`src/nvs_pkg.sv`:
```
// Contract
// - Data moves both ways on one shared 8-bit bus for reads and writes.
// - Chip select low selects the memory; it answers only while selected.
// - The host may start a store by pulling store_busy_n low from outside.
// - The host requests such a store through store_req_in; there is no restore request.
package nvs_pkg;
	localparam int ADDR_W      = 13;
	localparam int DATA_W      = 8;
	localparam int CLK_PERIOD_NS = 4;
	// Access time of the slowest grade; a shorter grade works with this count
	localparam int ACCESS_NS   = 55;
	localparam int ACCESS_CYC  = (ACCESS_NS + CLK_PERIOD_NS - 1) / CLK_PERIOD_NS;
	localparam int STROBE_NS   = 8;
	localparam int STROBE_CYC  = (STROBE_NS + CLK_PERIOD_NS - 1) / CLK_PERIOD_NS;
	localparam int CNT_W       = 8;

	typedef struct packed {
		logic              write;
		logic [ADDR_W-1:0] addr;
		logic [DATA_W-1:0] wdata;
	} nvs_req_t;

	typedef enum logic [4:0] {
		NVS_IDLE   = 5'h01,
		NVS_ACCESS = 5'h02,
		NVS_REL    = 5'h04,
		NVS_STORE  = 5'h08,
		NVS_WAIT   = 5'h10
	} nvs_state_t;
endpackage

```
`src/nvs_host.sv`:
```
`timescale 1ns/100ps
module nvs_host #(
	parameter int ACC_CYC = nvs_pkg::ACCESS_CYC,
	parameter int STB_CYC = nvs_pkg::STROBE_CYC
) (
	input  wire logic                      core_clk_in,
	input  wire logic                      rst_in,
	input  wire logic                      req_valid_in,
	input  wire nvs_pkg::nvs_req_t         req_in,
	output logic                           req_ready_out,
	input  wire logic                      store_req_in,
	output logic                           store_ready_out,
	output logic                           rd_valid_out,
	output logic [nvs_pkg::DATA_W-1:0]     rd_data_out,
	output logic                           store_done_out,
	output logic                           busy_out,
	output logic [nvs_pkg::ADDR_W-1:0]     mem_addr_out,
	output logic                           mem_cs_n_out,
	output logic                           mem_we_n_out,
	output logic                           mem_oe_n_out,
	input  wire logic [nvs_pkg::DATA_W-1:0] data_bus_in,
	output logic [nvs_pkg::DATA_W-1:0]     data_bus_out,
	output logic                           data_bus_oe_n_out,
	input  wire logic                      store_busy_n_in,
	output logic                           store_busy_n_out,
	output logic                           store_busy_n_oe_n_out
);
	nvs_pkg::nvs_state_t          state_r, state_nxt;
	logic [nvs_pkg::CNT_W-1:0]    cnt_r, cnt_nxt;
	logic                         wr_r;
	logic [nvs_pkg::ADDR_W-1:0]   addr_r;
	logic [nvs_pkg::DATA_W-1:0]   wdata_r;
	logic [nvs_pkg::DATA_W-1:0]   rdata_r;
	logic                         rd_valid_r;
	logic                         done_r;

	function automatic logic [nvs_pkg::CNT_W-1:0] cyc(input int n);
		cyc = nvs_pkg::CNT_W'(n);
	endfunction

	wire logic in_idle   = (state_r == nvs_pkg::NVS_IDLE);
	wire logic in_access = (state_r == nvs_pkg::NVS_ACCESS);
	wire logic in_store  = (state_r == nvs_pkg::NVS_STORE);
	wire logic cnt_zero  = (cnt_r == '0);
	// Line high means idle; the pull-up covers the undriven case
	wire logic mem_idle  = store_busy_n_in;
	wire logic take_acc  = in_idle & mem_idle & req_valid_in & ~store_req_in;
	wire logic take_sto  = in_idle & mem_idle & store_req_in;

	assign req_ready_out   = in_idle & mem_idle & ~store_req_in;
	assign store_ready_out = in_idle & mem_idle;
	assign busy_out        = ~in_idle | ~mem_idle;
	assign rd_valid_out    = rd_valid_r;
	assign rd_data_out     = rdata_r;
	assign store_done_out  = done_r;
	assign mem_addr_out    = addr_r;
	assign mem_cs_n_out    = ~in_access;
	assign mem_we_n_out    = ~(in_access & wr_r);
	assign mem_oe_n_out    = ~(in_access & ~wr_r);
	assign data_bus_out    = wdata_r;
	// Host drives the bus only in a write, so the two ends never fight
	assign data_bus_oe_n_out     = ~(in_access & wr_r);
	assign store_busy_n_out      = 1'b0;
	assign store_busy_n_oe_n_out = ~in_store;

	always_comb begin
		state_nxt = state_r;
		cnt_nxt   = cnt_zero ? cnt_r : cnt_r - 1'b1;
		case (state_r)
			nvs_pkg::NVS_IDLE: begin
				if (take_sto) begin
					state_nxt = nvs_pkg::NVS_STORE;
					cnt_nxt   = cyc(STB_CYC - 1);
				end else if (take_acc) begin
					state_nxt = nvs_pkg::NVS_ACCESS;
					cnt_nxt   = cyc(ACC_CYC - 1);
				end
			end
			nvs_pkg::NVS_ACCESS: begin
				if (cnt_zero)
					state_nxt = nvs_pkg::NVS_REL;
			end
			nvs_pkg::NVS_REL: state_nxt = nvs_pkg::NVS_IDLE;
			nvs_pkg::NVS_STORE: begin
				if (cnt_zero)
					state_nxt = nvs_pkg::NVS_WAIT;
			end
			// Wait for the memory to let the line rise at store end
			nvs_pkg::NVS_WAIT: begin
				if (store_busy_n_in)
					state_nxt = nvs_pkg::NVS_IDLE;
			end
			default: state_nxt = nvs_pkg::NVS_IDLE;
		endcase
	end

	always_ff @(posedge core_clk_in) begin
		if (rst_in) begin
			state_r <= nvs_pkg::NVS_IDLE;
			cnt_r   <= '0;
		end else begin
			state_r <= state_nxt;
			cnt_r   <= cnt_nxt;
		end
	end

	always_ff @(posedge core_clk_in) begin
		if (rst_in) begin
			wr_r    <= 1'b0;
			addr_r  <= '0;
			wdata_r <= '0;
		end else if (take_acc) begin
			wr_r    <= req_in.write;
			addr_r  <= req_in.addr;
			wdata_r <= req_in.wdata;
		end
	end

	// Sample read data at the end of the access, before output enable rises
	always_ff @(posedge core_clk_in) begin
		if (rst_in) begin
			rdata_r    <= '0;
			rd_valid_r <= 1'b0;
			done_r     <= 1'b0;
		end else begin
			rd_valid_r <= in_access & cnt_zero & ~wr_r;
			done_r     <= (state_r == nvs_pkg::NVS_WAIT) & store_busy_n_in;
			if (in_access & cnt_zero & ~wr_r)
				rdata_r <= data_bus_in;
		end
	end
endmodule

```
`config.mk`:
```
export PLATFORM = sky130hd
export DESIGN_NAME = nvs_host
export DESIGN_NICKNAME = d
export VERILOG_FILES = /design/src/nvs_pkg.sv /design/src/nvs_host.sv
export SDC_FILE = /design/constraint.sdc
export NUM_CORES = 1
export LEC_CHECK = 0
export ABC_AREA = 1
export ABC_CLOCK_PERIOD_IN_PS = 3300
export BUFFER_PORTS_ARGS = -buffer_cell sky130_fd_sc_hd__buf_2
export CORE_AREA = 3 3 56 78
export CTS_CLUSTER_SIZE = 20
export DETAILED_ROUTE_END_ITERATION = 6
export DIE_AREA = 0 0 59 81
export HOLD_SLACK_MARGIN = 0.08
export PLACE_DENSITY = 0.92
export SYNTH_ARGS = -nofsm -noshare
export SYNTH_HDL_FRONTEND = slang
export SYNTH_SLANG_ARGS = --single-unit
```
`constraint.sdc`:
```
create_clock -name core_clk_in -period 3.3 [get_ports core_clk_in]
set_clock_uncertainty 0.2 [all_clocks]
set_input_delay 0.165 -clock core_clk_in [delete_from_list [all_inputs] [get_ports core_clk_in]]
set_output_delay 0.165 -clock core_clk_in [all_outputs]
set_load 0.03 [all_outputs]
```
# After elaboration in Yosys (flattened, before gate mapping)
# Cells that the tools add are included.
[word_totals]
out_inout_bits = 40
word_cells = 48
ff_bits = 45
in_bits = 35
[op_classes]
addsub = 1
mux = 10
reduce_logical = 2
n_eq_ne = 8
bitwise_logic = 19
[op_table]
columns = ["cell", "n"]
rows = [
  ["$mux 8", 4],
  ["$mux 5", 5],
  ["$pmux 5 s4", 1],
  ["$and 1x1->1", 10],
  ["$logic_not 8->1", 1],
  ["$not 1->1", 8],
  ["$sub 8x1->8 const B", 1],
  ["$eq 5x1->1 const B", 1],
  ["$eq 5x2->1 const B", 1],
  ["$eq 5x4->1 const B", 1],
  ["$eq 5x5->1 const B", 1],
  ["$ne 2x1->1 const B", 2],
  ["$reduce_and 4->1", 1],
  ["$ne 3x1->1 const B", 1],
  ["$ne 2x2->1 const B", 1],
  ["$or 1x1->1", 1],
]

# Depth between registers and ports, before layout
[logic_depth]
ltp_word = 7
depth_mapped = 10
mapped_depth_nobuf = 10

# Least setup slack after synthesis
# OpenSTA, ideal clock, no wires.
[synth_path]
path_kind = "reg-to-output"
startpoint = "register state_r[2]"
endpoint = "output port req_ready_out"
stages_incl_launch_ff = 6
required_ps = 2935
path_slack_ps = 1087
arrival_time_ps = 1848
path_buffers = 0
path_cell_list = "dfxtp_1 -> nor2_4 -> nand4_1 -> nor2_1 -> inv_1 -> nor2_1"
[synth_between]
elab_chain_len = 3
[synth_lines]
columns = ["element", "line_no", "text"]
rows = [
  ["start: declaration", "nvs_host.sv:28", "nvs_pkg::nvs_state_t state_r, state_nxt;"],
  ["start signal: assignment", "nvs_host.sv:99", "state_r <= nvs_pkg::NVS_IDLE;"],
  ["start signal: assignment", "nvs_host.sv:102", "state_r <= state_nxt;"],
  ["$eq 5x1->1", "nvs_host.sv:41", "wire logic in_idle = (state_r == nvs_pkg::NVS_IDLE);"],
  ["$and 1x1->1", "--", ""],
  ["via store_ready_out", "nvs_host.sv:12", "output logic store_ready_out,"],
  ["$and 1x1->1", "nvs_host.sv:50", "assign req_ready_out = in_idle & mem_idle & ~store_req_in;"],
  ["end: declaration", "nvs_host.sv:10", "output logic req_ready_out,"],
]
# The timed path passes the listed nets, and every way through them passes these cells.

# Worst setup path in the final report
[layout_path]
startpoint = "register cnt_r[0] (netlist name)"
endpoint = "register state_r[3]"
[layout_between]
elab_chain_len = 3
elab_cells_between_ends = 4
classes_between = "eq/ne (2); reduce/logical (2)"
[layout_lines]
columns = ["element", "line_no", "text"]
rows = [
  ["start: declaration", "nvs_host.sv:29", "logic [nvs_pkg::CNT_W-1:0] cnt_r, cnt_nxt;"],
  ["start signal: assignment", "nvs_host.sv:103", "cnt_r <= cnt_nxt;"],
  ["$logic_not 8->1 *", "nvs_host.sv:44", "wire logic cnt_zero = (cnt_r == '0);"],
  ["$ne 2x1->1 (no source line)", "--", ""],
  ["$reduce_and 4->1 (no source line) *", "--", ""],
]
# Every way passes the cells marked *; elsewhere a longest branch is shown, timed or not.
# A chain may end at the register's enable or synchronous reset.

==> reports/results.ini <==
[status]
status = finished clean

[synth]
seq_area_frac_synth_pct = 48.35
ys_types = 23
synth-edff-count = 0
ys_ff_latch = 45
synthArstFlopShare_pct = 0
yosys-top-cells-area = dfxtp_1 48%, o21ai_0 9.1%, inv_1 8.1%
yosys_warnings = 0
synth_cells = 242
netlist_area_um2 = 1863
netlist.area_leader.share_pct = 48.35
yosysTopAreaCell = dfxtp_1
synth_nets = 279
synth_area_per_cell_um2 = 7.699
synth_ff_type = dfxtp_1

[setup_path]
max_stage_delay_ns = 0.56
critPathMaxFanout = 10
crit_buf_inv = 2
crit_slowest_cell = dlygate4sd3_1
reg2reg_from = cnt_r[0]$_SDFF_PP0_
r2r-end = state_r[3]$_SDFFE_PP0P_
rrSetupSlack_ns = 1.23
cp-end-kind = register
cp_top_family = buffers and inverters
required_ns = 3.29
arrival_ns = 2.06
r2r_cells = 8
path_cells = inv_1, ha_1, nand2_1, nor2_1, nand2_2, nand4_1, a21oi_1, dlygate4sd3_1
startpoint_type = register
crit_type = reg -> reg

[floorplan]
die_h_um = 81
rows = 26
die_area_um2 = 4779
fp.dieW_um = 59
start_util_pct = 50.24
coreArea_um2 = 3709
num_io_pins = 75

[global_route]
antenna_found_initial = 0
grt_start_max_net_pins = 50
grt_usage_pct = 24.67
grt_first_pass_wirelength_um = 8914
gr-total-overflow = 0
grt_pass1_vias = 2021

[final_layout]
nFillCells = 261
layout_commonest_cell = buf_2
final_cell_mix = 73 x buf_2, 45 x dfxtp_1, 40 x inv_1, 35 x nor2_1
area_delta_synth_final_pct = 44.19
seqCellArea_um2 = 900.9
antennaDiodeCount = 0
drive_gt1_share_pct = 26.44
fin_nets = 384
multi_input_area_um2 = 742.0

[power_and_ir_drop]
leakage_nw = 1.300
irDropWorstVdd_uv = 543.3
powerDensity_nw_per_um2 = 708.3

[timing]
setup_viol = 0
min_period_ns = 2.072
drv_slew = 0
tns_ns = 0
holdWs_ns = 0.1222
hold_viol = 0
fmax_ghz = 0.4827
max-slew-margin-rel_pct = 41.17
rsz0062_at_grt = no
period_share_pct = 62.77
tightestPinTransition_ns = 0.8815

[place]
gp_congestion = 0.8777
numPortBuffers = 73
hpwl_um = 3111

[clocking]
htreeDepth = 2
cts.sinks = 45
cts.path.max_buffers = 2
cts_tree = yes
insertion_delay_ns = 0.30
cts_buffers = 5
root_buffer = clkbuf_8
clk_pin_slew_ns = 0.08

[worst_hold_path]
holdPathEnd = cnt_r[1]$_SDFF_PP0_
hold_start = req_valid_in
hold_depth = 3
hp-class = in -> reg

[drt]
avgRoutedWirePerCell_um = 14.31
final_antenna_net_count = 0
drc = 0
num_vias = 2010
viasPerCell = 5.154
initialDrtViolationCount = 69
finalWirelength_um = 5579
first_pass_iters = 4

[run]
drv_cap = 0

[through the flow]
stage	power [mW]	setup WS (ns)	cell area (um^2)	instances	utilization, %
6_report	1.903	1.228	2686	390	72.44
5_1_grt	2.020	1.124	2686	390	72.44
4_1_cts	1.863	1.300	2686	390	72.44
3_5_place_dp	1.401	1.559	2226	348	60.02
3_3_place_gp	1.375	1.629	2226	348	60.02
2_1_floorplan	1.243	1.087	1863	242	-
[Yosys cell counts (all sizes together) (2+ instances only)]
cell    number
a21oi       28
buf          6
clkbuf       4
dfxtp       45
ha           2
inv         42
nand2       19
nand3        9
nand4        4
nor2        38
nor3         3
o21ai       34
xor2         6
[per-layer routing]
layer	vias to the layer above	global-route usage, %	wire length [um]
li1	971	-	-
met1	920	24.26	1958
met2	92	44.14	3014
met3	27	6.995	330
met4	0	15.65	275
met5	-	0	0
[area by class of cell]
class / count / share of cell area [%]
Sequential cell: 45 / 33.54
Multi-Input combinational cell: 145 / 27.62
Timing Repair Buffer: 108 / 26.55
Inverter: 42 / 5.869
Clock buffer: 6 / 3.074
Tap cell: 42 / 1.956
Clock inverter: 2 / 1.397
[worst max path at each step]
stage / startpoint / end / slack [ns] / depth (start not counted)
2_1_floorplan: state_r[2]$_SDFFE_PP0P_ / req_ready_out / 1.09 / 5
3_3_place_gp: cnt_r[0]$_SDFF_PP0_ / rd_data_out[7]$_SDFFE_PP0P_ / 1.63 / 9
3_5_place_dp: cnt_r[0]$_SDFF_PP0_ / rd_data_out[0]$_SDFFE_PP0P_ / 1.56 / 9
4_1_cts: cnt_r[0]$_SDFF_PP0_ / state_r[3]$_SDFFE_PP0P_ / 1.30 / 8
5_1_grt: rst_in / cnt_r[5]$_SDFF_PP0_ / 1.12 / 5
6_report: cnt_r[0]$_SDFF_PP0_ / state_r[3]$_SDFFE_PP0P_ / 1.23 / 8
[state kept, by name (all words and copies together), names as in the netlist]
register	flops
data_bus_out	8
rd_valid_out	1
state_r	5
store_done_out	1
mem_addr_out	13
wr_r	1
rd_data_out	8
cnt_r	8
[report_power, final]
| part | leakage [nW] | total [mW] | internal, mW | switching [mW] |
|---|---|---|---|---|
| logic | 0.876 | 0.771 | 0.265 | 0.506 |
| registers | 0.366 | 0.704 | 0.638 | 0.0655 |
| clock network | 0.0574 | 0.428 | 0.246 | 0.182 |
| total | 1.30 | 1.90 | 1.15 | 0.754 |
[cells by family after synthesis]
| group | after synthesis | synth area share (%) |
|---|---|---|
| fa+ha+maj | 2 | 1.343 |
| xor+xnor | 6 | 2.821 |
| simple gates | 74 | 18.80 |
| flops | 45 | 48.35 |
| other cells | 1 | 0.2013 |
| compound gates | 62 | 16.66 |
| buf+inv | 52 | 11.82 |
[worst min-delay path, cell delays in order]
cell and delay, ns:
buf_2 0.10, o21ai_0 0.14, nor3b_1 0.18
[repair_timing]
action,in CTS,in global routing
resized for setup,0,0
buffers inserted,0,0
hold endpoints to repair,37,0
hold buffers,34,0
No activity file was read; power rests on OpenSTA's default activity.
